**src/rtl/esa_regs.svh**
```systemverilog
// Constants for the extremum select ALU: widths, opcode fields, saturation values.
// Assumes the includer is the extremum select ALU or its bench.
//
// How it works
// - Max-difference op is 3 bytes, one cycle; last opcode bit picks transition reg.
// - Max-difference writes second source minus first source into difference accumulator.
// - Overflow and carry follow wide mode; carry is the complement of borrow.
// - Overflowing max-difference result saturates when data saturation mode is on.
// - Larger source goes to extremum destination; carry comes only from the subtraction.
// - Chosen transition reg shifts right; top bit 0 if first source chosen.
// - Accumulator versus address register compares low 16 bits; test flag shows result.
// - Address register source is sign-extended to 40 bits per sign extension mode.
// - Narrow mode compares bits 31-0; smaller source copied whole, carry cleared, else set.
// - Wide mode compares bits 39-0 with the same update and carry behaviour.
// - Accumulator-destination minimum compare has no overflow and no saturation.
// - Address register destination compares low 16 bits, copies smaller source, no overflow.
// - Legacy mode acts wide; accumulator destination compares against accumulator one.
// - Minimum-difference has dual 16-bit and single 40-bit forms, both in data ALU.
// - Dual mode lanes are bits 39-16 and 15-0; each writes second minus first.
// - Dual overflow at bit 15 low and bit 31 high sets destination overflow flag.
// - Dual mode carry is the high lane carry taken at bit 31.
// - With saturation each overflowing lane clamps on its own to its lane limits.
// - Dual mode picks each lane's smaller part; signs at bit 15 and bit 31.
// - Dual mode shifts both transition regs; zero tracks high lane, one low lane.
// - Legacy mode dual op ignores saturation; overflow only from high lane.
`ifndef ESA_REGS_SVH
`define ESA_REGS_SVH
`define ESA_ACC_W        40
`define ESA_TRN_W        16
`define ESA_OPC_W        24
`define ESA_OPC_TRN_BIT  0
`define ESA_LO_SAT_POS   16'h7FFF
`define ESA_LO_SAT_NEG   16'h8000
`define ESA_HI_SAT_POS   24'h007FFF
`define ESA_HI_SAT_NEG   24'hFF8000
`define ESA_ACC_SAT_POS  40'h007FFFFFFF
`define ESA_ACC_SAT_NEG  40'hFF80000000
`define ESA_WIDE_SAT_POS 40'h7FFFFFFFFF
`define ESA_WIDE_SAT_NEG 40'h8000000000
`endif

```
**src/rtl/esa_pkg.sv**
```systemverilog
// Types shared by the extremum select ALU and its bench.
// Assumes the decoder upstream has already classified the instruction.
package esa_pkg;
    // Operation selected by the decoder for this cycle
    typedef enum logic [2:0] {
        ESA_OP_NONE,
        ESA_OP_MAX_DIFF,
        ESA_OP_MIN_DIFF,
        ESA_OP_DUAL_MIN_DIFF,
        ESA_OP_MIN_CMP
    } esa_op_t;
    // Register class of an operand of the minimum compare
    typedef enum logic {
        ESA_KIND_ACC,
        ESA_KIND_TA
    } esa_kind_t;
endpackage

```
**src/rtl/esa_alu.sv**
```systemverilog
// Extremum select ALU: max/min with difference, dual-lane min, minimum compare.
// Assumes operands arrive with op_valid for one cycle; results are registered.
`timescale 1ns/100ps
`default_nettype none
`include "esa_regs.svh"

module esa_alu (
    input  wire logic                   sys_clk,
    input  wire logic                   reset,
    input  wire logic                   op_valid,
    input  wire esa_pkg::esa_op_t       op_sel,
    input  wire logic [`ESA_OPC_W-1:0]  opcode,
    input  wire logic [`ESA_ACC_W-1:0]  first_source_acc,
    input  wire logic [`ESA_ACC_W-1:0]  second_source_acc,
    input  wire esa_pkg::esa_kind_t     cmp_src_kind,
    input  wire esa_pkg::esa_kind_t     cmp_dst_kind,
    input  wire logic [`ESA_ACC_W-1:0]  cmp_src_acc,
    input  wire logic [`ESA_ACC_W-1:0]  cmp_dst_acc,
    input  wire logic [15:0]            addr_or_temp_reg_src,
    input  wire logic [15:0]            addr_or_temp_reg_dst,
    input  wire logic [`ESA_ACC_W-1:0]  accumulator_one,
    input  wire logic                   wide_arith_mode,
    input  wire logic                   data_saturation_mode,
    input  wire logic                   sign_extension_mode,
    input  wire logic                   legacy_compat_mode,
    output logic [`ESA_ACC_W-1:0]       extremum_dest_acc,
    output logic [`ESA_ACC_W-1:0]       difference_dest_acc,
    output logic                        acc_result_valid,
    output logic                        diff_result_valid,
    output logic [15:0]                 ta_result,
    output logic                        ta_result_valid,
    output logic [`ESA_TRN_W-1:0]       transition_reg_zero,
    output logic [`ESA_TRN_W-1:0]       transition_reg_one,
    output logic                        carry_flag,
    output logic                        dest_overflow_flag,
    output logic                        test_condition_flag
);
    import esa_pkg::*;

    // ------------------------------------------------------------
    // Single-lane subtraction
    // ------------------------------------------------------------
    logic                  eff_wide;
    logic [`ESA_ACC_W:0]   sub_full;
    logic [`ESA_ACC_W-1:0] sub_res;
    logic                  sub_ovf;
    logic                  sub_carry;
    logic [`ESA_ACC_W-1:0] sub_sat;
    logic                  src_lt;

    // Legacy mode forces wide behaviour on every single-lane op
    // The minimum compare reuses it too, so one signal serves both
    assign eff_wide = wide_arith_mode | legacy_compat_mode;
    // second minus first
    // Zero-extended by one bit so the top bit is the wide borrow
    assign sub_full = {1'b0, second_source_acc} - {1'b0, first_source_acc};
    assign sub_res  = sub_full[`ESA_ACC_W-1:0];

    // mode-dependent overflow and carry
    // Carry is the inverse of borrow: 1 when no borrow leaves the top
    always_comb begin
        if (eff_wide) begin
            sub_ovf   = (second_source_acc[39] != first_source_acc[39])
                        && (sub_res[39] != second_source_acc[39]);
            sub_carry = ~sub_full[`ESA_ACC_W];
        end else begin
            sub_ovf   = (second_source_acc[31] != first_source_acc[31])
                        && (sub_res[31] != second_source_acc[31]);
            // Carry into bit 32 recovered from the sum bit and both operands;
            // the guard bits still take part in the subtraction itself
            sub_carry = sub_res[32] ^ second_source_acc[32] ^ ~first_source_acc[32];
        end
    end

    // saturation on overflow
    // Clamp direction follows the minuend sign at the overflow bit
    always_comb begin
        sub_sat = sub_res;
        if (sub_ovf && data_saturation_mode) begin
            if (eff_wide)
                sub_sat = second_source_acc[39] ? `ESA_WIDE_SAT_NEG : `ESA_WIDE_SAT_POS;
            else
                sub_sat = second_source_acc[31] ? `ESA_ACC_SAT_NEG : `ESA_ACC_SAT_POS;
        end
    end

    // compare width follows wide mode
    // Signed compare; a tie keeps the first source for the maximum
    assign src_lt = eff_wide
        ? ($signed(first_source_acc) < $signed(second_source_acc))
        : ($signed(first_source_acc[31:0]) < $signed(second_source_acc[31:0]));

    // ------------------------------------------------------------
    // Dual-lane subtraction
    // ------------------------------------------------------------
    logic [23:0] hi_x;
    logic [23:0] hi_y;
    logic [15:0] lo_x;
    logic [15:0] lo_y;
    logic [24:0] hi_full;
    logic [15:0] lo_diff;
    logic [23:0] hi_diff;
    logic        hi_ovf;
    logic        lo_ovf;
    logic        hi_lt;
    logic        lo_lt;
    logic [23:0] hi_out;
    logic [15:0] lo_out;
    logic        dual_sat;

    // lane split
    // Guard bits ride with the high lane; the low lane wraps in 16 bits
    // and its carry is never reported
    assign hi_x    = first_source_acc[39:16];
    assign hi_y    = second_source_acc[39:16];
    assign lo_x    = first_source_acc[15:0];
    assign lo_y    = second_source_acc[15:0];
    assign hi_full = {1'b0, hi_y} - {1'b0, hi_x};
    assign hi_diff = hi_full[23:0];
    assign lo_diff = lo_y - lo_x;
    assign hi_ovf  = (hi_y[15] != hi_x[15]) && (hi_diff[15] != hi_y[15]);
    assign lo_ovf  = (lo_y[15] != lo_x[15]) && (lo_diff[15] != lo_y[15]);
    // lane signs at bit 31 and bit 15
    assign hi_lt   = $signed(hi_x[15:0]) < $signed(hi_y[15:0]);
    assign lo_lt   = $signed(lo_x) < $signed(lo_y);
    // legacy mode drops saturation
    // Legacy mode keeps the high-lane overflow but never clamps
    assign dual_sat = data_saturation_mode & ~legacy_compat_mode;

    // independent lane clamping
    // Clamp codes follow the minuend sign at each lane's overflow bit
    always_comb begin
        hi_out = hi_diff;
        lo_out = lo_diff;
        if (dual_sat && hi_ovf)
            hi_out = hi_y[15] ? `ESA_HI_SAT_NEG : `ESA_HI_SAT_POS;
        if (dual_sat && lo_ovf)
            lo_out = lo_y[15] ? `ESA_LO_SAT_NEG : `ESA_LO_SAT_POS;
    end

    // ------------------------------------------------------------
    // Minimum compare
    // ------------------------------------------------------------
    logic [`ESA_ACC_W-1:0] ext_src;
    logic [`ESA_ACC_W-1:0] cmp_ref;
    logic [15:0]           ta_src;
    logic                  cmp_lt;
    logic                  ta_lt;
    logic                  mixed;
    logic [15:0]           ta_dst;

    // sign extension of address register source
    // With extension off the upper bits are zero filled
    assign ext_src = (cmp_src_kind == ESA_KIND_TA)
        ? {{24{sign_extension_mode & addr_or_temp_reg_src[15]}}, addr_or_temp_reg_src}
        : cmp_src_acc;
    // legacy compares against accumulator one
    // Register-destination compares never use accumulator one
    assign cmp_ref = legacy_compat_mode ? accumulator_one : cmp_dst_acc;
    assign cmp_lt = eff_wide
        ? ($signed(ext_src) < $signed(cmp_ref))
        : ($signed(ext_src[31:0]) < $signed(cmp_ref[31:0]));
    assign ta_src = (cmp_src_kind == ESA_KIND_TA) ? addr_or_temp_reg_src : cmp_src_acc[15:0];
    // accumulator low half stands in for an accumulator destination
    assign ta_dst = (cmp_dst_kind == ESA_KIND_TA) ? addr_or_temp_reg_dst : cmp_dst_acc[15:0];
    assign ta_lt  = $signed(ta_src) < $signed(ta_dst);
    assign mixed  = cmp_src_kind != cmp_dst_kind;

    // ------------------------------------------------------------
    // Result registers
    // ------------------------------------------------------------
    // Accumulator results; held between operations
    // A no-op or a register-destination compare leaves them untouched
    always_ff @(posedge sys_clk) begin
        if (reset) begin
            extremum_dest_acc   <= '0;
            difference_dest_acc <= '0;
            acc_result_valid    <= 1'b0;
            diff_result_valid   <= 1'b0;
        end else begin
            acc_result_valid  <= 1'b0;
            diff_result_valid <= 1'b0;
            if (op_valid) begin
                case (op_sel)
                    ESA_OP_MAX_DIFF: begin
                        extremum_dest_acc   <= src_lt ? second_source_acc : first_source_acc;
                        difference_dest_acc <= sub_sat;
                        acc_result_valid    <= 1'b1;
                        diff_result_valid   <= 1'b1;
                    end
                    ESA_OP_MIN_DIFF: begin
                        extremum_dest_acc   <= src_lt ? first_source_acc : second_source_acc;
                        difference_dest_acc <= sub_sat;
                        acc_result_valid    <= 1'b1;
                        diff_result_valid   <= 1'b1;
                    end
                    ESA_OP_DUAL_MIN_DIFF: begin
                        extremum_dest_acc   <= {hi_lt ? hi_x : hi_y, lo_lt ? lo_x : lo_y};
                        difference_dest_acc <= {hi_out, lo_out};
                        acc_result_valid    <= 1'b1;
                        diff_result_valid   <= 1'b1;
                    end
                    ESA_OP_MIN_CMP: begin
                        // plain copy, never saturated
                        // Register destinations live in the address-unit block
                        if (cmp_dst_kind == ESA_KIND_ACC) begin
                            extremum_dest_acc <= cmp_lt ? ext_src : cmp_ref;
                            acc_result_valid  <= 1'b1;
                        end
                    end
                    default: begin
                    end
                endcase
            end
        end
    end

    // Address-unit destination of the minimum compare
    // The pulse marks the one cycle in which ta_result is fresh
    always_ff @(posedge sys_clk) begin
        if (reset) begin
            ta_result       <= 16'h0000;
            ta_result_valid <= 1'b0;
        end else begin
            ta_result_valid <= 1'b0;
            if (op_valid && op_sel == ESA_OP_MIN_CMP && cmp_dst_kind == ESA_KIND_TA) begin
                ta_result       <= ta_lt ? ta_src : addr_or_temp_reg_dst;
                ta_result_valid <= 1'b1;
            end
        end
    end

    // Transition registers
    // Max and min move only the named register, so the other keeps its history; the dual op shifts both
    always_ff @(posedge sys_clk) begin
        if (reset) begin
            transition_reg_zero <= 16'h0000;
            transition_reg_one  <= 16'h0000;
        end else if (op_valid) begin
            case (op_sel)
                ESA_OP_MAX_DIFF, ESA_OP_MIN_DIFF: begin
                    if (opcode[`ESA_OPC_TRN_BIT])
                        transition_reg_one  <= {~((op_sel == ESA_OP_MAX_DIFF) ? ~src_lt
                                                  : src_lt), transition_reg_one[15:1]};
                    else
                        transition_reg_zero <= {~((op_sel == ESA_OP_MAX_DIFF) ? ~src_lt
                                                  : src_lt), transition_reg_zero[15:1]};
                end
                ESA_OP_DUAL_MIN_DIFF: begin
                    transition_reg_zero <= {~hi_lt, transition_reg_zero[15:1]};
                    transition_reg_one  <= {~lo_lt, transition_reg_one[15:1]};
                end
                default: begin
                end
            endcase
        end
    end

    // Status flags
    // Each op writes only the flags it owns; the rest hold
    always_ff @(posedge sys_clk) begin
        if (reset) begin
            carry_flag          <= 1'b0;
            dest_overflow_flag  <= 1'b0;
            test_condition_flag <= 1'b0;
        end else if (op_valid) begin
            case (op_sel)
                ESA_OP_MAX_DIFF, ESA_OP_MIN_DIFF: begin
                    carry_flag         <= sub_carry;
                    dest_overflow_flag <= sub_ovf;
                end
                ESA_OP_DUAL_MIN_DIFF: begin
                    // carry at bit 31
                    // Carry into bit 32 of the high lane, guard bits aside
                    carry_flag <= hi_full[16] ^ hi_y[16] ^ ~hi_x[16];
                    dest_overflow_flag <= hi_ovf | (lo_ovf & ~legacy_compat_mode);
                end
                ESA_OP_MIN_CMP: begin
                    if (cmp_dst_kind == ESA_KIND_ACC)
                        carry_flag <= ~cmp_lt;
                    if (mixed)
                        test_condition_flag <= ta_lt;
                end
                default: begin
                end
            endcase
        end
    end

endmodule
`default_nettype wire

```
**config.mk**
```make
export PLATFORM = sky130hd
export DESIGN_NAME = esa_alu
export DESIGN_NICKNAME = d
export VERILOG_FILES = /design/src/rtl/esa_pkg.sv /design/src/rtl/esa_alu.sv
export VERILOG_INCLUDE_DIRS = /design/src /design/src/rtl
export SDC_FILE = /design/constraint.sdc
export NUM_CORES = 1
export LEC_CHECK = 0
export BUFFER_PORTS_ARGS = -buffer_cell sky130_fd_sc_hd__buf_2
export CORE_UTILIZATION = 50
export DETAILED_ROUTE_END_ITERATION = 7
export PLACE_DENSITY = 0.77
export SLEW_MARGIN = 10
export SYNTH_ARGS = -nofsm -noshare
export SYNTH_HDL_FRONTEND = slang
export SYNTH_SLANG_ARGS = --single-unit
```
**constraint.sdc**
```tcl
create_clock -name sys_clk -period 5.32 [get_ports sys_clk]
set_input_delay 1.064 -clock sys_clk [delete_from_list [all_inputs] [get_ports sys_clk]]
set_output_delay 1.064 -clock sys_clk [all_outputs]
set_load 0.02 [all_outputs]
```
# == Word-level counts from Yosys, hierarchy flattened ==
# Index checks and enable logic that the tools add are counted.
# word_totals
out_inout_bits,134
regBits,134
input_bits,268
# op_classes
add_sub_neg,3
reduce_logical,21
bitwise,18
n_lt_le_gt_ge,7
eq_ne,15
muxes,37
# ops
cell,n
$mux 40,10
$pmux 40 s4,1
$mux 16,8
$lt 40x40->1,2
$pmux 40 s2,1
$mux 24,3
$lt 32x32->1,2
$pmux 16 s2,2
$lt 16x16->1,3
$sub 40x40->41,1
$sub 24x24->24,1
$sub 16x16->16,1
$reduce_and 3->1,5
$logic_and 1x1->1,9
$mux 1,9
$not 1->1,9
$ne 1x1->1,8
$eq 3x2->1 const B,2
$ne 2x2->1 const B,2
$pmux 1 s2,2
$reduce_bool 4->1,1
$reduce_or 2->1,2
$xor 1x1->1,4
$and 1x1->1,3
other kinds (9),10

# == Longest topological paths before layout ==
# depth
ltp_word,7
depth_mapped,18
ltp_nobuf,13

# == Least setup slack after synthesis ==
# No wires, ideal clock.
# synth_timing
kind,input-to-reg
start,input port legacy_compat_mode
end,register extremum_dest_acc[25]
n_path_buf,6
path_slack_ps,456
path_stages,17
arrival_ps,4742
cell_sequence,buf_2 > buf_1 > buf_1 > buf_2 > mux2i_1 > ha_1 > a21o_1 > a21o_1 > a21oi_1 > o21ai_0 > a21oi_4 > o22ai_1 > buf_2 > a22oi_1 > clkbuf_1 > o21a_1 > a31oi_1
# synth_between
elab_chain_cells,6
# synth_lines
item,line_no,text
start: declaration,esa_alu.sv:25,"input wire logic legacy_compat_mode,"
$mux 40,esa_alu.sv:159,assign cmp_ref = legacy_compat_mode ? accumulator_one : cmp_dst_acc;
$lt 40x40->1 / $lt 32x32->1 (equally long branches),"esa_alu.sv:161, esa_alu.sv:162",
$mux 1,esa_alu.sv:161,? ($signed(ext_src) < $signed(cmp_ref))
$mux 40,esa_alu.sv:207,extremum_dest_acc <= cmp_lt ? ext_src : cmp_ref;
$mux 40,esa_alu.sv:206,if (cmp_dst_kind == ESA_KIND_ACC) begin
$pmux 40 s4 *,esa_alu.sv:184,case (op_sel)
end signal: assignment,esa_alu.sv:186,extremum_dest_acc <= src_lt ? second_source_acc : first_source_acc;
end signal: assignment,esa_alu.sv:192,extremum_dest_acc <= src_lt ? first_source_acc : second_source_acc;
end signal: assignment,esa_alu.sv:207,
end: declaration,esa_alu.sv:26,"output logic [`ESA_ACC_W-1:0] extremum_dest_acc,"
# Every way passes the cells marked *; elsewhere a longest branch is shown, timed or not. The select of a mux whose other input is x is not followed.
# A chain may end at the register's enable or synchronous reset.

# == Final worst setup path ==
# layout_timing
start,input port legacy_compat_mode
end,register extremum_dest_acc[31]
# The elaborated chain is that of the path after synthesis.

==> flow_metrics.env <==
export IMPL_vias_per_cell=6.03
export IMPL_mappedNetlistNets=2295
export IMPL_placed_area_um2=16100
export IMPL_clock_skew_ns=0.00752
export IMPL_critPathCaptureType="flop"
export IMPL_fin_ws_ns=0.681
export IMPL_cts_tree="built"
export IMPL_cts_sinks=134
export IMPL_cp_buffers_inverters=3
export IMPL_cp_start_kind="input pin"
export IMPL_final_cell_count_no_fill=2597
export IMPL_power_total_mw=4.13
export IMPL_grt_pass1_vias=14431
export IMPL_crit_slowest_cell="o22ai_1"
export IMPL_synth_edf_count=0
export IMPL_drive_gt1_share_pct=24.9
export IMPL_maxCapViolCount=0
export IMPL_netlist_instances=1889
export IMPL_syn_avg_cell_area_um2=7.43
export IMPL_root_buffer="clkbuf_16"
export IMPL_min_period_over_period_pct=87.2
export IMPL_grt_pass1_wl_um=79600
export IMPL_finalSetupTns_ns=0
export IMPL_seq_area_frac_synth_pct=19.1
export IMPL_dp_cells=2557
export IMPL_post_cts_setup_buffers=0
export IMPL_post_place_ws_ns=0.324
export IMPL_dr_pass1_iters=5
export IMPL_synth_top_area_share_pct=19.1
export IMPL_path_clk_slew_ns=0.08
export IMPL_clockBufferDepth=2
export IMPL_hold_buffers=0
export IMPL_rsz0062_at_grt="no"
export IMPL_post_cts_resize_count=0
export IMPL_min_period_ns=4.64
export IMPL_fp_dieH_um=169
export IMPL_post_route_drc_count=0
export IMPL_area_delta_synth_final_pct=19.5
export IMPL_antenna_found_initial=9
export IMPL_layout_commonest_cell="buf_2"
export IMPL_routed_wirelength_um=52100
export IMPL_crit_family="compound AO/OA/AOI/OAI gates"
export IMPL_io_buffer_count=378
export IMPL_numCtsBuffers=17
export IMPL_cts_htree_levels=4
export IMPL_routedWlPerCell_um=20.0
export IMPL_cp_cell_sequence="buf_2, buf_4, mux2_2, inv_1, ha_1, a211oi_1, nor2_1, nor3_2, o211ai_2, a21oi_4, o22ai_2, o22ai_1, a2bb2oi_1, a311oi_1"
export IMPL_pin_count=402
export IMPL_die_area_um2=28700
export IMPL_insertion_delay_ns=0.44
export IMPL_via_count=15648
export IMPL_coreArea_um2=27300
export IMPL_grt_ovfl_total=0
export IMPL_crit_type="in2reg"
export IMPL_ys_warnings_count=0
export IMPL_relSlewSlack_pct=28.3
export IMPL_hp_class="reg2reg"
export IMPL_layout_common_cells="buf_2 (377), nor2_1 (222), nand2_1 (195), o21ai_0 (156), a21oi_1 (153)"
export IMPL_leakagePower_nw=7.81
export IMPL_ys_top_cells_by_area="dfxtp_1 (19%), ha_1 (12%), nor2_1 (6.0%)"
export IMPL_track_usage_pct=35.4
export IMPL_synth_seq_cells=134
export IMPL_required_ns=5.65
export IMPL_async_flop_share_pct=0
export IMPL_final_nets=2610
export IMPL_worstMarginPinSlew_ns=1.07
export IMPL_synth_ff_type="dfxtp_1"
export IMPL_grt_max_degree=58
export IMPL_synth_area_um2=14000
export IMPL_fmax_mhz=216
export IMPL_ys_types=93
export IMPL_drt_iter0_markers=1490
export IMPL_hold_viol_final=0
export IMPL_num_rows=60
export IMPL_cp_arrival_ns=4.97
export IMPL_gp_congestion=0.984
export IMPL_dp_hpwl_um=41700
export IMPL_utilization_pct=61.5
export IMPL_start_util_pct=51.5
export IMPL_final_area_um2=16800
export IMPL_fin_hold_ws_ns=0.444
export IMPL_setup_viol=0
export IMPL_drv_slew=0
export IMPL_cp_max_fo=22
export IMPL_post_synth_top_area_cell="dfxtp_1"
export IMPL_ant_nets=0
export IMPL_status="finished, final reports clean"
export IMPL_dieWidth_um=169
export IMPL_p_per_area_nw_per_um2=247
export IMPL_max_stage_delay_ns=0.70
export IMPL_ir_worst_vdd_mv=0.223
cell families (layout without fill, tap and decap cells):
| group | after synthesis | after routing | share of synthesized area (%) |
|---|---|---|---|
| AOI/OAI and AO/OA | 651 | 651 | 31.3 |
| xor gates and xnor gates | 67 | 67 | 4.29 |
| adders and majority gates | 138 | 138 | 12.4 |
| buffers and inverters | 232 | 560 | 7.20 |
| DFF | 134 | 134 | 19.1 |
| muxes | 111 | 111 | 8.29 |
| other | 0 | 8 | 0 |
| and+or+nand+nor | 556 | 556 | 17.3 |
sequential cells by signal (all words and copies together) (netlist names):
register,flops
dest_overflow_flag,1
diff_result_valid,1
difference_dest_acc,40
test_condition_flag,1
extremum_dest_acc,40
transition_reg_one,16
ta_result_valid,1
acc_result_valid,1
carry_flag,1
transition_reg_zero,16
ta_result,16
report_power, final:
| part | switching [mW] | internal, mW | leakage [nW] | total, mW |
|---|---|---|---|---|
| Sequential | 0.0283 | 1.06 | 1.09 | 1.08 |
| Clock | 0.588 | 0.725 | 0.306 | 1.31 |
| Combinational | 1.10 | 0.633 | 6.41 | 1.74 |
worst min-delay path, cell delays in order (launching register included):
cell and delay (ns):
dfxtp_1 0.31, nand2_1 0.05, o21ai_1 0.05
cell type report:
class,instances,area [um^2]
fill,2583,10500
sequential,134,2680
timing repair buffer,415,2170
tap,372,465
clock buffer,17,425
clock inverter,15,203
inverter,113,424
multi-input combinational,1523,10400
antenna,8,20.0
worst paths after layout:
kind                      startpoint                 endpoint  slack (ns)  cells past startpoint
max               legacy_compat_mode    extremum_dest_acc[31]        0.68                     14
min          difference_dest_acc[10]  difference_dest_acc[10]        0.44                      2
max reg2reg    extremum_dest_acc[12]    extremum_dest_acc[12]        4.53                      2
min reg2reg  difference_dest_acc[10]  difference_dest_acc[10]        0.44                      2
cell usage after synthesis (27+ instances only):
library cell / number
inv_1: 113
a211oi_1: 37
mux2i_1: 75
ha_1: 136
a21oi_1: 153
nor2_1: 226
buf_2: 32
dfxtp_1: 134
a31oi_1: 35
xnor2_1: 38
mux2_2: 34
clkbuf_1: 66
o21ai_0: 157
nand2_1: 195
xor2_1: 27
layer usage:
metal	share of wire (%)	up-vias	track usage, %
met5	0.025	-	0
met4	2.8	2	12.4
met3	7.6	99	5.11
met2	46	735	58.2
met1	44	7341	47.1
li1	-	7471	-
No activity file was read; power rests on OpenSTA's default activity.
